### src/hw/scsi_consts.svh
// Named offsets, field positions, reset values and timing counts of the card interface.
`ifndef SCSI_CONSTS_SVH
`define SCSI_CONSTS_SVH

// ==========================================
// Register offsets, compared against the full address.
`define SCSI_OFF_MODE 32'hfffffe80
`define SCSI_OFF_BRATE 32'hfffffe82
`define SCSI_OFF_CTRL 32'hfffffe84
`define SCSI_OFF_TXDATA 32'h0ffffe86
`define SCSI_OFF_STATUS 32'hfffffe88
`define SCSI_OFF_RXDATA 32'h0ffffe8a
`define SCSI_OFF_CARD 32'hfffffe8c

// ==========================================
// Field positions.
`define SCSI_MODE_CTS 7
`define SCSI_MODE_ODD 4
`define SCSI_MODE_PRE_HI 1
`define SCSI_MODE_PRE_LO 0
`define SCSI_CTRL_TX_EN 5
`define SCSI_CTRL_RX_EN 4
`define SCSI_CTRL_IDLE 1
`define SCSI_CTRL_CKOE 0
`define SCSI_ST_TXEMPTY 7
`define SCSI_ST_RXFULL 6
`define SCSI_ST_OVERRUN 5
`define SCSI_ST_ERR_SIG 4
`define SCSI_ST_PAR_ERR 3
`define SCSI_ST_DONE 2
`define SCSI_CARD_MSB 3
`define SCSI_CARD_INV 2
`define SCSI_CARD_EN 0

// ==========================================
// Reset values and write masks.
`define SCSI_RST_MODE 8'h00
`define SCSI_RST_BRATE 8'h00
`define SCSI_RST_CTRL 8'h00
`define SCSI_RST_DATA 8'h00
`define SCSI_CARD_WMASK 8'h0d
`define SCSI_PORT_MODE_OUT 2'h1

// ==========================================
// Timing, in base clocks and elementary time units from the start bit.
`define SCSI_ETU_BASE_CLKS 372
`define SCSI_TICK_LAST (9'(`SCSI_ETU_BASE_CLKS - 1))
`define SCSI_TICK_SAMPLE (9'(186 - 1))
`define SCSI_TICK_HALF (9'(`SCSI_ETU_BASE_CLKS / 2))
`define SCSI_ETU_START 4'h0
`define SCSI_ETU_D7 4'h8
`define SCSI_ETU_PARITY 4'h9
`define SCSI_ETU_ERR 4'ha
`define SCSI_ETU_ERR_END 4'hb
`define SCSI_ETU_DONE_CTS 4'ha
`define SCSI_ETU_LAST 4'hc

`endif

### src/hw/scsi_pkg.sv
// Types shared by the card interface: configuration view and state encodings.
package scsi_pkg;

	// ==========================================
	// Decoded configuration fields taken from the control registers.
	typedef struct packed {
		logic clock_transmit_done_flag_select;
		logic parity_odd_select;
		logic [1:0] prescale_select;
		logic transmit_enable;
		logic receive_enable;
		logic idle_clock_level;
		logic clock_output_enable;
		logic bit_order_msb_first;
		logic data_invert;
		logic card_mode_enable;
	} scsi_cfg_t;

	// Transmitter states, Gray coded along the path.
	typedef enum logic [1:0] {
		SCSI_TX_IDLE = 2'h0,
		SCSI_TX_FRAME = 2'h1
	} scsi_tx_state_t;

	// Receiver states, Gray coded along the path.
	typedef enum logic [1:0] {
		SCSI_RX_IDLE = 2'h0,
		SCSI_RX_FRAME = 2'h1,
		SCSI_RX_ERROR = 2'h3
	} scsi_rx_state_t;

endpackage : scsi_pkg

### src/hw/scsi_card_if.sv
// Half-duplex smart card serial interface: registers, baud generator, transmitter, receiver.
//
// Decided for this implementation: the plain strobed port.
`timescale 1ns/100ps
`include "scsi_consts.svh"

// How it works
// - Start bit, eight data bits, one parity.
// - At least two etu guard between frames.
// - Parity error: line low 10.5 to 11.5.
// - Error sampled: resend same character after 2 etu.
// - Only asynchronous start-stop framing supported.
// - Both enables: own transmission is received.
// - Transmitter releases line when idle, after parity.
// - Receiver releases line after error signal.
// - Done-time select picks flag timing, clock state.
// - Inversion touches data bits, never parity.
// - Direct: high is one, LSB first.
// - Inverse: low is one, MSB first.
// - Clock comes only from internal generator.
// - Bit rate from divisor and prescale select.
// - Card clock runs at 372 times bit rate.
// - Stopped clock: port pin or fixed level.
// - Clock pin starts only on a rising and stops on a falling base clock edge, or at once when card mode is cleared.
// - No partial clock periods on the pin while card mode stays enabled.
// - Done flag at 2.5 or 1.0 etu.
// - Low sampled error signal sets error flag.
// - Bit order selects MSB or LSB first.
// - Start edge on base clock, sample at 186.
module scsi_card_if
	import scsi_pkg::*;
#(
	parameter int ADDR_W = 32,
	parameter int DIV_W = 8
) (
	// Clock and reset.
	input wire logic i_core_clk,
	input wire logic i_reset_n,
	input wire logic i_standby,
	// Register port.
	input wire logic [ADDR_W-1:0] i_addr,
	input wire logic [7:0] i_wdata,
	input wire logic i_wr,
	input wire logic i_rd,
	output logic [7:0] o_rdata,
	// Shared open-drain data line.
	input wire logic i_data_line,
	output logic o_data_line_out,
	output logic o_data_line_oe,
	// Card clock pin and its port fallback.
	input wire logic [1:0] i_port_mode_bits,
	input wire logic i_port_level,
	output logic o_card_clk,
	output logic o_card_clk_oe
);

	// ==========================================
	// Elaboration checks.
	generate
		if (ADDR_W < 32 || DIV_W != 8) begin : g_bad_param
			$error("Address must be at least 32 bits and divisor 8 bits.");
		end
	endgenerate

	// ==========================================
	// Declarations.
	logic rst; // Chip reset or standby.
	logic [7:0] serial_mode_reg; // Mode bits.
	logic [DIV_W-1:0] bit_rate_reg; // Divisor N.
	logic [7:0] serial_control_reg; // Enables and clock select.
	logic [7:0] transmit_data_reg; // Character to send.
	logic [7:0] receive_data_reg; // Last character received.
	logic [7:0] card_mode_reg; // Order, inversion, card mode.
	logic tx_empty_reg; // Transmit data taken.
	logic rx_full_reg; // Receive data waiting.
	logic overrun_reg; // Character lost.
	logic error_signal_flag_reg; // Card returned an error signal.
	logic parity_error_flag_reg; // Received parity wrong.
	logic transmit_done_flag_reg; // Transmission ended.
	logic [7:0] rdata_reg; // Read answer.
	scsi_cfg_t cfg; // Decoded configuration.
	logic [DIV_W+6:0] presc_cnt_reg; // Prescaler count.
	logic [DIV_W+6:0] presc_limit; // Prescaler terminal count.
	logic phase_reg; // Base clock phase, also the card clock.
	logic half_tick; // Base clock half period ends.
	logic base_tick; // One pulse per base clock.
	logic sck_run_reg; // Card clock running on the pin.
	logic sck_run_next; // Next run state.
	logic card_clk_reg; // Pin level.
	logic card_clk_oe_reg; // Pin enable.
	logic sync1_reg; // Data line synchroniser, first stage.
	logic sync2_reg; // Second stage.
	logic sync3_reg; // Third stage.
	logic line_reg; // Filtered line level.
	logic line_fall; // Start edge seen.
	scsi_tx_state_t tx_state_reg; // Transmitter state.
	logic [8:0] tx_tick_reg; // Base clocks within etu.
	logic [3:0] tx_etu_reg; // Etu within frame.
	logic [7:0] tx_char_reg; // Line-order data bits.
	logic tx_par_reg; // Parity bit to send.
	logic tx_err_seen_reg; // Error signal in this frame.
	logic tx_drive; // Transmitter pulls line low.
	logic tx_step; // Transmitter base clock step.
	logic tx_etu_end; // Last base clock of an etu.
	scsi_rx_state_t rx_state_reg; // Receiver state.
	logic [8:0] rx_tick_reg; // Base clocks within etu.
	logic [3:0] rx_etu_reg; // Etu within frame.
	logic [7:0] rx_shift_reg; // Bits in line order.
	logic rx_err_drive_reg; // Receiver pulls line low.
	logic data_oe_reg; // Line enable.
	logic rx_par_bad; // Parity check outcome.
	logic st_wr; // Status write this cycle.

	// ==========================================
	// Functions.

	// Bit order and inversion; the same map serves both directions.
	function automatic logic [7:0] scsi_conv(input logic [7:0] d, input logic msb,
		input logic inv);
		logic [7:0] r;
		r = d;
		if (msb) begin
			for (int i = 0; i < 8; i++) begin
				r[i] = d[7-i];
			end
		end
		return r ^ {8{inv}};
	endfunction : scsi_conv

	// ==========================================
	// Configuration and register port.
	assign rst = !i_reset_n || i_standby;
	assign st_wr = i_wr && (i_addr == `SCSI_OFF_STATUS);

	// Field view of the control registers.
	always_comb begin
		cfg.clock_transmit_done_flag_select = serial_mode_reg[`SCSI_MODE_CTS];
		cfg.parity_odd_select = serial_mode_reg[`SCSI_MODE_ODD];
		cfg.prescale_select = serial_mode_reg[`SCSI_MODE_PRE_HI:`SCSI_MODE_PRE_LO];
		cfg.transmit_enable = serial_control_reg[`SCSI_CTRL_TX_EN];
		cfg.receive_enable = serial_control_reg[`SCSI_CTRL_RX_EN];
		cfg.idle_clock_level = serial_control_reg[`SCSI_CTRL_IDLE];
		cfg.clock_output_enable = serial_control_reg[`SCSI_CTRL_CKOE];
		cfg.bit_order_msb_first = card_mode_reg[`SCSI_CARD_MSB];
		cfg.data_invert = card_mode_reg[`SCSI_CARD_INV];
		cfg.card_mode_enable = card_mode_reg[`SCSI_CARD_EN];
	end

	// Plain writable registers.
	always_ff @(posedge i_core_clk) begin
		if (rst) begin
			serial_mode_reg <= `SCSI_RST_MODE;
			bit_rate_reg <= `SCSI_RST_BRATE;
			serial_control_reg <= `SCSI_RST_CTRL;
			transmit_data_reg <= `SCSI_RST_DATA;
			card_mode_reg <= `SCSI_RST_DATA;
		end else if (i_wr) begin
			if (i_addr == `SCSI_OFF_MODE) begin
				serial_mode_reg <= i_wdata;
			end else if (i_addr == `SCSI_OFF_BRATE) begin
				bit_rate_reg <= i_wdata;
			end else if (i_addr == `SCSI_OFF_CTRL) begin
				serial_control_reg <= i_wdata;
			end else if (i_addr == `SCSI_OFF_TXDATA) begin
				transmit_data_reg <= i_wdata;
			end else if (i_addr == `SCSI_OFF_CARD) begin
				card_mode_reg <= i_wdata & `SCSI_CARD_WMASK;
			end
		end
	end

	// Read answer stands only in the cycle after the read strobe.
	always_ff @(posedge i_core_clk) begin
		if (rst || !i_rd) begin
			rdata_reg <= 8'h00;
		end else if (i_addr == `SCSI_OFF_MODE) begin
			rdata_reg <= serial_mode_reg;
		end else if (i_addr == `SCSI_OFF_BRATE) begin
			rdata_reg <= bit_rate_reg;
		end else if (i_addr == `SCSI_OFF_CTRL) begin
			rdata_reg <= serial_control_reg;
		end else if (i_addr == `SCSI_OFF_TXDATA) begin
			rdata_reg <= transmit_data_reg;
		end else if (i_addr == `SCSI_OFF_STATUS) begin
			rdata_reg <= {tx_empty_reg, rx_full_reg, overrun_reg, error_signal_flag_reg,
				parity_error_flag_reg, transmit_done_flag_reg, 2'h0};
		end else if (i_addr == `SCSI_OFF_RXDATA) begin
			rdata_reg <= receive_data_reg;
		end else if (i_addr == `SCSI_OFF_CARD) begin
			rdata_reg <= card_mode_reg;
		end else begin
			rdata_reg <= 8'h00; // Unmapped addresses read zero.
		end
	end

	// ==========================================
	// Baud generator: half period of the base clock is 4^n*(N+1) core clocks.
	// The shift is bracketed so that it is done before the subtraction.
	assign presc_limit = (((DIV_W+7)'(bit_rate_reg) + (DIV_W+7)'(1))
		<< {cfg.prescale_select, 1'b0}) - (DIV_W+7)'(1);
	assign half_tick = (presc_cnt_reg == presc_limit);
	assign base_tick = half_tick && phase_reg;

	// Prescaler and base clock phase.
	always_ff @(posedge i_core_clk) begin
		if (rst) begin
			presc_cnt_reg <= '0;
			phase_reg <= 1'b0;
		end else if (half_tick) begin
			presc_cnt_reg <= '0;
			phase_reg <= ~phase_reg;
		end else begin
			presc_cnt_reg <= presc_cnt_reg + (DIV_W+7)'(1);
		end
	end

	// Clock starts only at a rising phase; it stops at a falling one, or at once when card mode is cleared.
	always_comb begin
		sck_run_next = sck_run_reg;
		if (half_tick && !phase_reg && cfg.clock_output_enable) begin
			sck_run_next = 1'b1;
		end else if (half_tick && phase_reg && !cfg.clock_output_enable) begin
			sck_run_next = 1'b0;
		end
	end

	// Card clock pin: running clock, fixed level, or port pin.
	always_ff @(posedge i_core_clk) begin
		if (rst) begin
			sck_run_reg <= 1'b0;
			card_clk_reg <= 1'b0;
			card_clk_oe_reg <= 1'b0;
		end else begin
			sck_run_reg <= sck_run_next && cfg.card_mode_enable;
			if (cfg.card_mode_enable && sck_run_next) begin
				card_clk_reg <= half_tick ? ~phase_reg : phase_reg;
				card_clk_oe_reg <= 1'b1;
			end else if (cfg.card_mode_enable && cfg.clock_transmit_done_flag_select) begin
				card_clk_reg <= cfg.idle_clock_level;
				card_clk_oe_reg <= 1'b1;
			end else begin
				card_clk_reg <= i_port_level;
				card_clk_oe_reg <= (i_port_mode_bits == `SCSI_PORT_MODE_OUT);
			end
		end
	end

	// ==========================================
	// Data line input: three-stage synchroniser and agreement filter.
	always_ff @(posedge i_core_clk) begin
		if (rst) begin
			sync1_reg <= 1'b1;
			sync2_reg <= 1'b1;
			sync3_reg <= 1'b1;
			line_reg <= 1'b1;
		end else begin
			sync1_reg <= i_data_line;
			sync2_reg <= sync1_reg;
			sync3_reg <= sync2_reg;
			if (sync2_reg == sync3_reg) begin
				line_reg <= sync2_reg;
			end
		end
	end
	assign line_fall = line_reg && !sync2_reg && !sync3_reg;

	// ==========================================
	// Transmitter.
	assign tx_step = base_tick && (tx_state_reg == SCSI_TX_FRAME);
	assign tx_etu_end = (tx_tick_reg == `SCSI_TICK_LAST);

	// Line is pulled low only for zero bits of start, data and parity.
	always_comb begin
		tx_drive = 1'b0;
		if (tx_state_reg == SCSI_TX_FRAME) begin
			if (tx_etu_reg == `SCSI_ETU_START) begin
				tx_drive = 1'b1;
			end else if (tx_etu_reg <= `SCSI_ETU_D7) begin
				tx_drive = ~tx_char_reg[3'(tx_etu_reg - 4'h1)];
			end else if (tx_etu_reg == `SCSI_ETU_PARITY) begin
				tx_drive = ~tx_par_reg;
			end
		end
	end

	// Frame sequencer: 13 etu per frame, then idle or resend.
	always_ff @(posedge i_core_clk) begin
		if (rst || !cfg.transmit_enable || !cfg.card_mode_enable) begin
			tx_state_reg <= SCSI_TX_IDLE;
			tx_tick_reg <= '0;
			tx_etu_reg <= '0;
			tx_char_reg <= '0;
			tx_par_reg <= 1'b0;
			tx_err_seen_reg <= 1'b0;
		end else begin
			case (tx_state_reg)
				SCSI_TX_IDLE: begin
					if (!tx_empty_reg) begin
						tx_char_reg <= scsi_conv(transmit_data_reg, cfg.bit_order_msb_first,
							cfg.data_invert);
						tx_par_reg <= ^scsi_conv(transmit_data_reg, cfg.bit_order_msb_first,
							cfg.data_invert) ^ cfg.parity_odd_select;
						tx_tick_reg <= '0;
						tx_etu_reg <= '0;
						tx_err_seen_reg <= 1'b0;
						tx_state_reg <= SCSI_TX_FRAME;
					end
				end
				SCSI_TX_FRAME: begin
					if (tx_step) begin
						tx_tick_reg <= tx_etu_end ? '0 : tx_tick_reg + 9'h1;
						if (tx_etu_end) begin
							tx_etu_reg <= tx_etu_reg + 4'h1;
						end
						// Error window sampled at 11.0 etu.
						if (tx_etu_end && tx_etu_reg == `SCSI_ETU_ERR && !line_reg) begin
							tx_err_seen_reg <= 1'b1;
						end
						if (tx_etu_end && tx_etu_reg == `SCSI_ETU_LAST) begin
							tx_etu_reg <= '0;
							tx_err_seen_reg <= 1'b0;
							if (!tx_err_seen_reg) begin
								tx_state_reg <= SCSI_TX_IDLE;
							end // Resend keeps the same character.
						end
					end
				end
				default: begin
					tx_state_reg <= SCSI_TX_IDLE;
				end
			endcase
		end
	end

	// Transmit empty: set on load, cleared by writing zero.
	always_ff @(posedge i_core_clk) begin
		if (rst) begin
			tx_empty_reg <= 1'b1;
		end else if (tx_state_reg == SCSI_TX_IDLE && cfg.transmit_enable &&
			cfg.card_mode_enable && !tx_empty_reg) begin
			tx_empty_reg <= 1'b1;
		end else if (st_wr && !i_wdata[`SCSI_ST_TXEMPTY]) begin
			tx_empty_reg <= 1'b0;
		end
	end

	// Error signal flag and transmit done flag; a set wins over a clear.
	always_ff @(posedge i_core_clk) begin
		if (rst) begin
			error_signal_flag_reg <= 1'b0;
			transmit_done_flag_reg <= 1'b1;
		end else begin
			if (tx_step && tx_etu_end && tx_etu_reg == `SCSI_ETU_ERR && !line_reg) begin
				error_signal_flag_reg <= 1'b1;
			end else if (st_wr && !i_wdata[`SCSI_ST_ERR_SIG]) begin
				error_signal_flag_reg <= 1'b0;
			end
			if ((!cfg.transmit_enable && !error_signal_flag_reg) ||
				(tx_step && tx_empty_reg && !error_signal_flag_reg && !tx_err_seen_reg &&
				(cfg.clock_transmit_done_flag_select ?
				(tx_etu_end && tx_etu_reg == `SCSI_ETU_DONE_CTS) :
				(tx_tick_reg == `SCSI_TICK_SAMPLE && tx_etu_reg == `SCSI_ETU_LAST)))) begin
				transmit_done_flag_reg <= 1'b1;
			end else if (st_wr && !i_wdata[`SCSI_ST_TXEMPTY]) begin
				transmit_done_flag_reg <= 1'b0;
			end
		end
	end

	// ==========================================
	// Receiver.
	assign rx_par_bad = (^rx_shift_reg ^ line_reg) != cfg.parity_odd_select;

	// Receive sequencer: sample at the 186th base clock of each etu.
	always_ff @(posedge i_core_clk) begin
		if (rst || !cfg.receive_enable || !cfg.card_mode_enable) begin
			rx_state_reg <= SCSI_RX_IDLE;
			rx_tick_reg <= '0;
			rx_etu_reg <= '0;
			rx_shift_reg <= '0;
			rx_err_drive_reg <= 1'b0;
		end else begin
			case (rx_state_reg)
				SCSI_RX_IDLE: begin
					rx_tick_reg <= '0;
					rx_etu_reg <= '0;
					if (line_fall) begin
						rx_state_reg <= SCSI_RX_FRAME;
					end
				end
				SCSI_RX_FRAME, SCSI_RX_ERROR: begin
					if (base_tick) begin
						rx_tick_reg <= (rx_tick_reg == `SCSI_TICK_LAST) ? '0 : rx_tick_reg + 9'h1;
						if (rx_tick_reg == `SCSI_TICK_LAST) begin
							rx_etu_reg <= rx_etu_reg + 4'h1;
						end
						if (rx_tick_reg == `SCSI_TICK_SAMPLE) begin
							if (rx_state_reg == SCSI_RX_ERROR) begin
								if (rx_etu_reg == `SCSI_ETU_ERR) begin
									rx_err_drive_reg <= 1'b1;
								end else if (rx_etu_reg == `SCSI_ETU_ERR_END) begin
									rx_err_drive_reg <= 1'b0;
									rx_state_reg <= SCSI_RX_IDLE;
								end
							end else if (rx_etu_reg == `SCSI_ETU_START) begin
								if (line_reg) begin
									rx_state_reg <= SCSI_RX_IDLE; // False start.
								end
							end else if (rx_etu_reg <= `SCSI_ETU_D7) begin
								rx_shift_reg[3'(rx_etu_reg - 4'h1)] <= line_reg;
							end else begin
								rx_state_reg <= rx_par_bad ? SCSI_RX_ERROR : SCSI_RX_IDLE;
							end
						end
					end
				end
				default: begin
					rx_state_reg <= SCSI_RX_IDLE;
				end
			endcase
		end
	end

	// Receive data and flags at the parity sample; a set wins over a clear.
	always_ff @(posedge i_core_clk) begin
		if (rst) begin
			receive_data_reg <= `SCSI_RST_DATA;
			rx_full_reg <= 1'b0;
			overrun_reg <= 1'b0;
			parity_error_flag_reg <= 1'b0;
		end else if (base_tick && rx_state_reg == SCSI_RX_FRAME &&
			rx_tick_reg == `SCSI_TICK_SAMPLE && rx_etu_reg == `SCSI_ETU_PARITY) begin
			if (rx_par_bad || !rx_full_reg) begin
				receive_data_reg <= scsi_conv(rx_shift_reg, cfg.bit_order_msb_first,
					cfg.data_invert);
			end
			rx_full_reg <= rx_full_reg || !rx_par_bad;
			overrun_reg <= overrun_reg || (rx_full_reg && !rx_par_bad);
			parity_error_flag_reg <= parity_error_flag_reg || rx_par_bad;
		end else if (st_wr) begin
			rx_full_reg <= rx_full_reg && i_wdata[`SCSI_ST_RXFULL];
			overrun_reg <= overrun_reg && i_wdata[`SCSI_ST_OVERRUN];
			parity_error_flag_reg <= parity_error_flag_reg && i_wdata[`SCSI_ST_PAR_ERR];
		end
	end

	// ==========================================
	// Pin outputs: the line is only ever pulled low.
	always_ff @(posedge i_core_clk) begin
		if (rst) begin
			data_oe_reg <= 1'b0;
		end else begin
			data_oe_reg <= tx_drive || rx_err_drive_reg;
		end
	end

	assign o_data_line_out = 1'b0;
	assign o_data_line_oe = data_oe_reg;
	assign o_card_clk = card_clk_reg;
	assign o_card_clk_oe = card_clk_oe_reg;
	assign o_rdata = rdata_reg;
endmodule : scsi_card_if

### config.mk
export PLATFORM = sky130hd
export DESIGN_NAME = scsi_card_if
export DESIGN_NICKNAME = d
export VERILOG_FILES = /design/src/hw/scsi_pkg.sv /design/src/hw/scsi_card_if.sv
export VERILOG_INCLUDE_DIRS = /design/src /design/src/hw
export SDC_FILE = /design/constraint.sdc
export NUM_CORES = 1
export LEC_CHECK = 0
export BUFFER_PORTS_ARGS = -buffer_cell sky130_fd_sc_hd__buf_2
export CORE_ASPECT_RATIO = 2
export CORE_MARGIN = 3
export CORE_UTILIZATION = 40
export CTS_CLUSTER_DIAMETER = 80
export DETAILED_ROUTE_END_ITERATION = 10
export MAX_ROUTING_LAYER = met4
export PLACE_DENSITY = 0.55
export SLEW_MARGIN = 5
export SYNTH_ARGS = -nofsm -noshare
export SYNTH_HDL_FRONTEND = slang
export SYNTH_SLANG_ARGS = --single-unit
### constraint.sdc
create_clock -name i_core_clk -period 11.95 [get_ports i_core_clk]
set_input_delay 2.39 -clock i_core_clk [delete_from_list [all_inputs] [get_ports i_core_clk]]
set_output_delay 2.39 -clock i_core_clk [all_outputs]
set_load 0.05 [all_outputs]
# Word level (Yosys, flattened, before mapping)
# Cells that the tools add are included.
[totals]
elab_cells = 274
reg_bits = 130
[classes]
addsub = 9
bitwise_logic = 14
n_eq_ne = 38
n_mux = 78
shift = 1
reduce_logical = 95
n_lt_le_gt_ge = 5
[ops]
columns = ["operator", "count"]
rows = [
  ["$eq A32 B32 Y1 const B", 5],
  ["$mux W8", 14],
  ["$eq A32 B28 Y1 const B", 2],
  ["$mux W9", 5],
  ["$pmux W9 S2", 2],
  ["$logic_and A1 B1 Y1", 35],
  ["$mux W1", 28],
  ["$mux W2", 14],
  ["$mux W4", 7],
  ["$eq A4 B4 Y1 const B", 6],
  ["$add A9 B1 Y9 const B", 2],
  ["$eq A9 B8 Y1 const B", 2],
  ["$eq A9 B9 Y1 const B", 2],
  ["$logic_not A1 Y1", 17],
  ["$pmux W4 S2", 2],
  ["$reduce_and A4 Y1", 4],
  ["$reduce_xor A8 Y1", 2],
  ["$xor A8 B8 Y8", 2],
  ["$add A15 B1 Y15 const B", 1],
  ["$eq A15 B15 Y1", 1],
  ["$shl A9 B3 Y15", 1],
  ["$sub A15 B1 Y15 const B", 1],
  ["$ne A2 B2 Y1 const B", 7],
  ["$logic_or A1 B1 Y1", 12],
  ["31 further kinds", 66],
]

# Logic depth before layout (Yosys ltp)
# Gate-level depths: netlist of run 1.
[logic_depth]
depth_word = 12
mapped_depth = 22

# Worst setup path before layout of run 1
# No wires, ideal clock.
[synth_path]
path_kind = "reg-to-reg"
startpoint = "register serial_mode_reg[0]"
endpoint = "register receive_data_reg[7]"
t_arrival_ns = 5.388
path_stages_with_launch = 20
slack_ns = 6.435
n_path_buf = 3
path_cell_list = "dfxtp_1 > buf_2 > buf_2 > clkbuf_1 > or3_1 > ha_1 > o2111ai_1 > a21oi_1 > or4b_4 > a21oi_2 > o21ai_0 > or3b_1 > a211oi_1 > ha_1 > nand4b_1 > or4_1 > or4_1 > a21oi_1 > mux2i_1 > nor2_1"
[synth_via]
elab_chain_cells = 8
[synth_rtl]
columns = ["element", "line", "source"]
rows = [
  ["start, declared", "scsi_card_if.sv:68", "logic [7:0] serial_mode_reg;"],
  ["start signal, assigned", "scsi_card_if.sv:152", "serial_mode_reg <= `SCSI_RST_MODE;"],
  ["start signal, assigned", "scsi_card_if.sv:159", "serial_mode_reg <= i_wdata;"],
  ["$shl A9 B3 Y15", "scsi_card_if.sv:199", "assign presc_limit = (((DIV_W+7)'(bit_rate_reg) + (DIV_W+7)'(1))"],
  ["$sub A15 B1 Y15", "scsi_card_if.sv:200", "<< {cfg.prescale_select, 1'b0}) - (DIV_W+7)'(1);"],
  ["$eq A15 B15 Y1", "scsi_card_if.sv:201", "assign half_tick = (presc_cnt_reg == presc_limit);"],
  ["$logic_and A1 B1 Y1", "scsi_card_if.sv:202", "assign base_tick = half_tick && phase_reg;"],
  ["$logic_and A1 B1 Y1", "scsi_card_if.sv:431", "end else if (base_tick && rx_state_reg == SCSI_RX_FRAME &&"],
  ["$logic_and A1 B1 Y1 (no line) (2 in a row)", "--", ""],
  ["$reduce_and A2 Y1 (no line)", "--", ""],
  ["end signal, assigned", "scsi_card_if.sv:427", "receive_data_reg <= `SCSI_RST_DATA;"],
  ["end signal, assigned", "scsi_card_if.sv:434", "receive_data_reg <= scsi_conv(rx_shift_reg, cfg.bit_order_msb_first,"],
  ["end, declared", "scsi_card_if.sv:72", "logic [7:0] receive_data_reg;"],
]
# Every way passes these cells.
# A chain may end at the register's enable or synchronous reset.

# Worst setup path after layout of run 1
[layout_path]
startpoint = "register serial_mode_reg[0]"
endpoint = "register receive_data_reg[0]"
# Same word-level chain as after synthesis.

==> summary.txt, run 1 <==
Detailed routing
  – Vias per Instance: 5.47
  – Iter 0 DRT Violations: between 300 and 400
  – DRC viols: 0
  – WL/cell: roughly 18 µm
  – TritonRoute pass-1 iters: 7
  – Total number of vias: between 6000 and 7000
  – DRT antenna net count: 0
  – Final wirelength: ~22000 µm

Timing
  – RSZ-0062 raised after global routing: false
  – Setup Viol. Count Final: 0
  – WHS: 0.415 ns
  – Final hold vios: 0
  – Fin. max-slew vios: 0
  – Worst Tran Pin Value: 1.04 ns
  – Final worst-path cycle share: 56.2%
  – Fin crit period: 6.71 ns
  – Final Skew: 0.0100 ns
  – Max transition margin: 30.7%
  – Maximum clock rate: ~150 MHz
  – Setup_tns: 0 ns

Place
  – Cell Area, Placed: 8020 µm²
  – Placer Congestion: approximately 0.90
  – Cells after DPL: 1179
  – DP Wirelength: 16600 µm
  – PortBufs: 59

Synth
  – Seq cells post-synth: ~130
  – Primary FF master, synth: dfxtp_1
  – Area leader, netlist: dfxtp_1
  – Top cells by area, synth: dfxtp_1 (34%), mux2i_1 (8.8%), xnor2_1 (6.8%), nor2_1 (5.9%), nand2_1 (3.6%)
  – Synthesized area per cell: 8.34 µm²
  – Multiplexer share of the synthesized area: 10.2%
  – Netlist cell types: 80
  – Post-Synth XOR/XNOR Area: 9.57%
  – Synth Warn #: 0
  – Yosys top cell area share: 34.0%
  – Adder-Cell Fraction of Synth Area: 2.96%
  – Largest family of logic cells by synthesized area: simple AND/OR/NAND/NOR gates
  – Post-synthesis compound-gate area fraction: around an eighth
  – Simple-gate share of the synthesized area: 26.2%
  – Number of synthesized flops with an enable pin: 0
  – Synth async-reset ratio: 0%
  – Cell Area, Synth: about 7600 µm²
  – Synthesized net count: 978
  – Gate Count Post-Synth: 911
  – Seq/Total Area, Yosys: 34.0%

Layout
  – Util after Layout: 46.8%
  – Design Area, Final: 8660 µm²
  – Commonest non-fill, non-tap cell in the layout: dfxtp_1
  – Leading cell types in the layout, fill and taps excluded: dfxtp_1 (129), nor2_1 (120), nand2_1 (72)
  – Syn-to-layout area delta: 13.9%
  – Finished Layout Cells: 1212
  – Fillers: approximately 1900
  – Flip-flop count of the largest register after layout: 15
  – Nets@finish: around 1000
  – Seq. cell area: 2580 µm²
  – Share of cells above drive strength 1: 14.1%
  – Multi-input logic area: 4720 µm²

Setup path
  – Endpoint class of the critical path: flip-flop
  – Kind of critical path: flip-flop to flip-flop
  – Crit path launch: serial_mode_reg[0]$_SDFFE_PP0P_
  – CP arrival: between 6 and 7 ns
  – Crit path launch type: flip-flop
  – Worst-path maximum fanout: 36
  – Critical Path RT: between 10 and 15 ns
  – FF-to-FF Start: serial_mode_reg[0]$_SDFFE_PP0P_

Min path
  – Hold Crit Class: flip-flop to flip-flop
  – Min-delay src: sync1_reg$_SDFF_PP1_

Global route
  – First-pass GRT wire length: 34700 µm
  – Vias in the first global route: 6761
  – Antenna violations before repair: 1
  – Grt total ovfl: 0
  – Largest net degree at the start of global routing: 67
  – Gr usage total: roughly 22%

Power and ir drop
  – Cell Pwr Density: 117 nW/µm²
  – Maximum vdd drop: 0.0730 mV
  – Static leakage: slightly above 3 nW

Flow run
  – Max-cap violations: 0

Floorplanning
  – Cell Rows: 70
  – I/O pins: 61
  – Initial core utilization: 41.1%
  – Core area: 18500 µm²
  – Die Ht: ~200 µm
  – Die area: 20800 µm²
  – Die W: 103 µm

Clock network
  – Reg clk slew, reported paths: 0.06 ns
  – H-tree levels: 4
  – Clock latency on the worst-skew pair: ~0.43 ns
  – Post-cts gate resize count: 0
  – Post-CTS setup buffers: 0
  – Root Buffer: clkbuf_16
  – CTS max path bufs: 2
  – Hold-fix buffers, CTS: 0
  – Cts bufs inserted: 17
  – CTS sink count: between 100 and 150
  – TritonCTS clock tree: yes

Run status
  – Status: finished, final reports clean
per-stage QoR:
stage	setup WS [ns]	total power, mW
6_report	5.24	1.01
5_1_grt	4.65	1.04
4_1_cts	5.22	1.02
3_5_place_dp	5.23	0.464
3_3_place_gp	5.39	0.464
2_1_floorplan	6.43	0.450
path summary, 6_finish.rpt:
kind / end / slack (ns) / cells past startpoint
max: receive_data_reg[0]$_SDFFE_PP0P_ / 5.24 / 16
min: sync2_reg$_SDFF_PP1_ / 0.42 / 1
max reg2reg: receive_data_reg[0]$_SDFFE_PP0P_ / 5.24 / 16
min reg2reg: sync2_reg$_SDFF_PP1_ / 0.42 / 1
synth_stat cells (all sizes together), types with 3 or more instances:
cell type and n:
nor2b 8, xnor2 59, o21ai 29, o221ai 7, and4 5, o211ai 5, a21o 3, and3 14
nand3b 4, a311oi 3, o31ai 3, or2 9, xor2 24, nor3b 4, mux2i 67, ha 18
a31oi 8, nand4b 6, clkbuf 35, nor3 36, inv 20, nand2b 22, dfxtp 129, mux2 5
buf 12, nor4 8, and2 6, nor2 123, nand4 14, nand3 40, a211oi 3, nand2 72
a22oi 3, or3 10, or4 4, a21oi 53
layout make-up:
cell class	count	area share, %
inverters	20	0.867
clock buffers	23	5.52
multi-input cells	715	54.6
repair buffers	63	3.76
diodes	1	0.0289
clock inverters	9	1.78
flip-flops and latches	129	29.8
well taps	252	3.64
layer usage:
layer | GRT usage (%) | wire [µm]
met4 | 12.1 | 1120
met5 | - | 0
met3 | 3.93 | 639
met1 | 20.4 | 7410
met2 | 41.0 | 12400
worst max-delay path, stage by stage (launching register included):
cell and delay, ns:
dfxtp_1 1.00, mux2_2 0.43, o221ai_2 0.26, inv_2 0.08, o41a_1 0.48, xnor2_1 0.23
nor4b_1 0.44, o21ai_0 0.16, or3b_1 0.37, a211oi_1 0.34, ha_1 0.43, nand4b_1 0.15
or4_1 0.57, or4_1 0.54, a21oi_1 0.77, mux2i_1 0.28, nor2_1 0.05
kinds of logic (layout without fill, tap and decap cells):
logic type,Yosys count,count (layout)
AOI/OAI and AO/OA,148,148
xor gates and xnor gates,83,83
adders and majority gates,18,18
buffers and inverters,67,115
DFF,129,129
muxes,74,74
other,1,2
and+or+nand+nor,391,391
report_power, final:
group | switching, mW | total (mW) | internal, mW
sequential | 0.000198 | 0.431 | 0.431
combinational | 0.0148 | 0.0233 | 0.00849
clock | 0.192 | 0.557 | 0.365
total | 0.207 | 1.01 | 0.805
No activity file was read; power rests on OpenSTA's default activity.
==> inputs of run 2 (changes only) <==
PLACE_DENSITY = 0.57   (was 0.55)
clock period = 5.83 ns   (was 11.95 ns; I/O delays follow)
==> summary.txt, run 2 (synthesized netlist as in run 1, its figures left out) <==
Run status
  – Status: finished, final reports clean

Layout
  – Design Area, Final: between 8000 and 9000 µm²
  – Finished Layout Cells: between 1000 and 1500
  – Commonest non-fill, non-tap cell in the layout: dfxtp_1
  – Share of cells above drive strength 1: roughly 17%
  – Syn-to-layout area delta: 15.9%
  – Leading cell types in the layout, fill and taps excluded: dfxtp_1 (126), nor2_1 (119), nand2_1 (72)
  – Nets@finish: 1028
  – Util after Layout: 47.7%
  – Fillers: ~1900
  – Flip-flop count of the largest register after layout: 15

Floorplanning
  – Die area: 20800 µm²
  – I/O pins: 61
  – Initial core utilization: ~41%
  – Cell Rows: 70
  – Die Ht: roughly 200 µm
  – Core area: 18500 µm²
  – Die W: between 100 and 150 µm

Place
  – Cell Area, Placed: a little over 8000 µm²
  – PortBufs: around 60
  – DP Wirelength: between 15000 and 20000 µm
  – Placer Congestion: 0.853
  – Cells after DPL: 1194

Timing
  – Fin crit period: 5.46 ns
  – Maximum clock rate: 183 MHz
  – Final worst-path cycle share: 93.7%
  – WHS: 0.407 ns
  – Final Skew: 0.00814 ns
  – RSZ-0062 raised after global routing: false
  – Worst Tran Pin Value: 1.03 ns
  – Max transition margin: 31.2%
  – Setup_tns: 0 ns
  – Fin. max-slew vios: 0
  – Final hold vios: 0
  – Setup Viol. Count Final: 0

Setup path
  – Worst reg2reg setup slack: 0.37 ns
  – R2r endpoint: rx_shift_reg[6]$_SDFFE_PP0P_
  – CP arrival: 5.75 ns
  – FF-to-FF Start: bit_rate_reg[3]$_SDFFE_PP0P_
  – Endpoint class of the critical path: flip-flop
  – R2r worst-path depth: 17
  – Crit path launch type: flip-flop
  – Critical Path RT: 6.11 ns
  – Kind of critical path: flip-flop to flip-flop
  – Worst-path maximum fanout: 8

Global route
  – First-pass GRT wire length: ~34000 µm
  – Vias in the first global route: 6661
  – Grt total ovfl: 0
  – Gr usage total: 21.4%
  – Antenna violations before repair: 1
  – Largest net degree at the start of global routing: 52

Detailed routing
  – DRC viols: 0
  – WL/cell: around 17 µm
  – Final wirelength: 21100 µm
  – DRT antenna net count: 0
  – Total number of vias: 6696
  – TritonRoute pass-1 iters: 5
  – Iter 0 DRT Violations: ~290
  – Vias per Instance: around 5.5

Flow run
  – Max-cap violations: 0

Power and ir drop
  – Combinational power share: 2.3%
  – Switching Fraction: 21.0%
  – Clock power frac: 54.8%
  – Static leakage: between 3 and 4 nW
  – Maximum vdd drop: about 0.18 mV
  – P_int: 1.63 mW
  – Sequential Power Share: 42.8%
  – Cell Pwr Density: 234 nW/µm²
  – Net Sw Power: between 400 and 500 µW

Clock network
  – H-tree levels: 4
  – Cts bufs inserted: 17
  – Root Buffer: clkbuf_16
  – Clock latency on the worst-skew pair: 0.42 ns
  – Reg clk slew, reported paths: 0.06 ns
  – CTS max path bufs: 2
  – CTS sink count: 129
  – TritonCTS clock tree: yes
  – Hold-fix buffers, CTS: 0

Min path
  – Min-delay src: sync1_reg$_SDFF_PP1_
  – Hold depth: 1
  – Hold Crit Class: flip-flop to flip-flop
  – Hold Path End: sync2_reg$_SDFF_PP1_
## run 2: power groups by stage
stage | sequential, mW | combinational, mW | clock (mW)
after floorplan | 0.904 | 0.0182 | 0
after global placement | 0.903 | 0.0486 | 0
after detailed placement | 0.903 | 0.0487 | 0
after CTS | 0.883 | 0.0490 | 1.16
after global routing | 0.883 | 0.0527 | 1.20
final | 0.883 | 0.0482 | 1.13
## run 2: cell type report
type	instances	area, µm²	share of cell area, %
Clock inverter	12	183	2.07
Multi-Input combinational cell	715	4760	54.1
Tap cell	252	315	3.58
Timing Repair Buffer	78	438	4.97
Sequential cell	129	2590	29.4
Antenna cell	1	2.50	0.0284
Clock buffer	20	447	5.07
Inverter	20	75.1	0.852
## run 2: per-stage QoR
step	worst slack (ns)	power, mW
2_1_floorplan	0.315	0.922
3_3_place_gp	0.212	0.951
3_5_place_dp	0.107	0.951
4_1_cts	0.0831	2.09
5_1_grt	0.0194	2.13
6_report	0.367	2.06
## run 2: worst max path at each step
stage                                     from  slack [ns]                                to
2_1_floorplan  serial_mode_reg[0]$_SDFFE_PP0P_        0.31  receive_data_reg[7]$_SDFFE_PP0P_
5_1_grt           bit_rate_reg[5]$_SDFFE_PP0P_        0.02      rx_shift_reg[6]$_SDFFE_PP0P_
3_3_place_gp      bit_rate_reg[1]$_SDFFE_PP0P_        0.21      rx_shift_reg[6]$_SDFFE_PP0P_
3_5_place_dp      bit_rate_reg[1]$_SDFFE_PP0P_        0.11      rx_shift_reg[2]$_SDFFE_PP0P_
6_report          bit_rate_reg[3]$_SDFFE_PP0P_        0.37      rx_shift_reg[6]$_SDFFE_PP0P_
4_1_cts           bit_rate_reg[1]$_SDFFE_PP0P_        0.08      rx_shift_reg[6]$_SDFFE_PP0P_
## run 2: metal layers
| metal | track usage (%) | wire, µm | share of wire (%) |
|---|---|---|---|
| met1 | 20.1 | 7420 | 35 |
| met2 | 40.4 | 12200 | 58 |
| met3 | 3.13 | 539 | 2.6 |
| met4 | 10.1 | 915 | 4.3 |
| met5 | - | 0 | 0 |
## run 2: worst max-delay path, cell delays in order (launching register included)
cell      delay (ns)
dfxtp_1         0.47
and4_4          0.32
nand2_1         0.11
a2111o_1        0.48
and3_4          0.24
or4b_4          0.51
a21oi_2         0.17
o21ai_0         0.09
or3b_1          0.38
a211oi_2        0.28
ha_2            0.27
nand4b_1        0.10
or4_1           0.50
or4_1           0.58
or2_2           0.35
nor3_1          0.20
mux2i_1         0.21
nor2_1          0.05
## run 2: timing repair
item | 4_1_cts | 5_1_grt
resized for setup | 0 | 11
hold endpoints to repair | 0 | 0
setup buffers | 0 | 0
endpoints found under the setup margin | 0 | 16
==> inputs of run 3 (changes only) <==
PLACE_DENSITY = unset   (was 0.57)
PLACE_DENSITY_LB_ADDON = 0.12   (was unset)
==> summary.txt, run 3 (synthesized netlist as in run 1, its figures left out) <==
Run status
  – Status: finished, final reports clean

Global route
  – Gr usage total: 22.3%
  – Met1 Usage GRT: 21.1%
  – Antenna violations before repair: 0
  – Vias in the first global route: 6838
  – Global Route met2 Usage: 42.7%
  – Grt total ovfl: 0
  – M3 GR Usage: 3.37%
  – Largest net degree at the start of global routing: 67
  – First-pass GRT wire length: between 30000 and 40000 µm
  – Busiest grt layer: met2

Power and ir drop
  – Net Sw Power: roughly 440 µW
  – Combinational power share: 2.4%
  – Static leakage: 3.10 nW
  – P_int: roughly 1.6 mW
  – Switching Fraction: 21.6%
  – Cell Pwr Density: approximately 230 nW/µm²
  – Clock power frac: 54.3%
  – Maximum vdd drop: roughly 0.18 mV
  – Sequential Power Share: 43.3%

Clock network
  – Clock latency on the worst-skew pair: 0.42 ns
  – TritonCTS clock tree: yes
  – CTS max path bufs: 2
  – Reg clk slew, reported paths: 0.06 ns
  – H-tree levels: 4
  – CTS sink count: 129
  – Root Buffer: clkbuf_16
  – Cts bufs inserted: 17
  – Post-CTS setup buffers: 0
  – Hold-fix buffers, CTS: 0

Detailed routing
  – DRT antenna net count: 0
  – Total number of vias: 6636
  – DRC viols: 0
  – Iter 0 DRT Violations: ~270
  – Vias per Instance: 5.40
  – Final wirelength: between 20000 and 25000 µm
  – WL/cell: 17.4 µm
  – TritonRoute pass-1 iters: 5

Floorplanning
  – Initial core utilization: 41.1%
  – Die W: 103 µm
  – Cell Rows: 70
  – I/O pins: 61
  – Die Ht: 201 µm
  – Die area: just over 20000 µm²
  – Core area: 18500 µm²

Layout
  – Util after Layout: 47.7%
  – Commonest non-fill, non-tap cell in the layout: dfxtp_1
  – Finished Layout Cells: 1229
  – Share of cells above drive strength 1: 16.9%
  – Diode count: 0
  – Flip-flop count of the largest register after layout: 15
  – Design Area, Final: 8810 µm²
  – Syn-to-layout area delta: 15.9%
  – Nets@finish: 1031
  – Leading cell types in the layout, fill and taps excluded: dfxtp_1 (126), nor2_1 (119), nand2_1 (72)

Timing
  – PnR worst setup slack: 0.293 ns
  – Fin. max-slew vios: 0
  – Fin crit period: 5.54 ns
  – Setup_tns: 0 ns
  – Setup Viol. Count Final: 0
  – Final Skew: around 0.0062 ns
  – Final worst-path cycle share: 95.0%
  – Maximum clock rate: approximately 180 MHz
  – Max transition margin: about a third
  – Final hold vios: 0
  – Worst Tran Pin Value: 1.02 ns
  – RSZ-0062 raised after global routing: false

Setup path
  – Crit path launch type: flip-flop
  – Endpoint class of the critical path: flip-flop
  – Slowest stage delay, CP: between 0.5 and 0.6 ns
  – CP Cell Sequence: and4_4, nand2_1, a2111o_1, and3_4, or4b_4, a21oi_2, o21ai_0, or3b_1, a211oi_2, ha_1, nand4b_1, or4_4, or4_1, or2_2, nor3_1, mux2i_1, nor2_1
  – Critical Path RT: 6.12 ns
  – Kind of critical path: flip-flop to flip-flop
  – CP arrival: 5.82 ns
  – Max stage delay cell, worst path: or4_1
  – Worst-path maximum fanout: 10

Place
  – PortBufs: 59
  – Placer Congestion: 0.821
  – Cell Area, Placed: 8160 µm²
  – Dpl ws: 0.0297 ns
  – DP Wirelength: 16600 µm
  – Cells after DPL: 1197

Flow run
  – Max-cap violations: 0

Min path
  – Hold Crit Class: flip-flop to flip-flop
-- run 3: worst paths after layout --
kind / start / end / slack, ns / cells past startpoint
setup / recovery: bit_rate_reg[2]$_SDFFE_PP0P_ / rx_shift_reg[6]$_SDFFE_PP0P_ / 0.29 / 17
hold / removal: sync1_reg$_SDFF_PP1_ / sync2_reg$_SDFF_PP1_ / 0.41 / 1
setup reg to reg: bit_rate_reg[2]$_SDFFE_PP0P_ / rx_shift_reg[6]$_SDFFE_PP0P_ / 0.29 / 17
hold reg to reg: sync1_reg$_SDFF_PP1_ / sync2_reg$_SDFF_PP1_ / 0.41 / 1
-- run 3: critical path, delay by kind of cell (launching register included) --
kind | cells | cell delay [ns]
mux | 1 | 0.21
compound gates | 4 | 1.04
flops | 1 | 0.51
fa+ha+maj | 1 | 0.28
simple gates | 11 | 3.36
-- run 3: timing repair --
| item | in CTS | in global routing |
|---|---|---|
| hold endpoints to repair | 0 | 0 |
| gates resized for setup | 0 | 10 |
| endpoints found under the setup margin | 0 | 16 |
-- run 3: cell type report --
| class | count | area, µm² |
|---|---|---|
| Tap cell | 252 | 315 |
| Timing Repair Buffer | 81 | 460 |
| Clock inverter | 12 | 158 |
| Inverter | 20 | 75.1 |
| Clock buffer | 20 | 457 |
| Fill cell | 1853 | 9670 |
| Sequential cell | 129 | 2590 |
| Multi-Input combinational cell | 715 | 4760 |
-- run 3: routing by layer --
layer  share of wire (%)  up-vias
met5                   0        -
met4                 2.8        0
met3                 2.0       32
met2                  60       88
met1                  36     3179
li1                    -     3337
-- run 3: stage by stage --
| step | hold slack [ns] | total power [mW] |
|---|---|---|
| final | 0.410 | 2.04 |
| after global routing | 0.449 | 2.10 |
| after CTS | 0.417 | 2.06 |
| after detailed placement | 0.408 | 0.952 |
| after global placement | 0.391 | 0.951 |
| after floorplan | 0.386 | 0.922 |
-- run 3: power groups by stage --
| stage | combinational (mW) | sequential (mW) | clock [mW] |
|---|---|---|---|
| after floorplan | 0.0182 | 0.904 | 0 |
| after global placement | 0.0487 | 0.903 | 0 |
| after detailed placement | 0.0488 | 0.903 | 0 |
| after CTS | 0.0490 | 0.883 | 1.13 |
| after global routing | 0.0528 | 0.883 | 1.17 |
| final | 0.0482 | 0.883 | 1.11 |
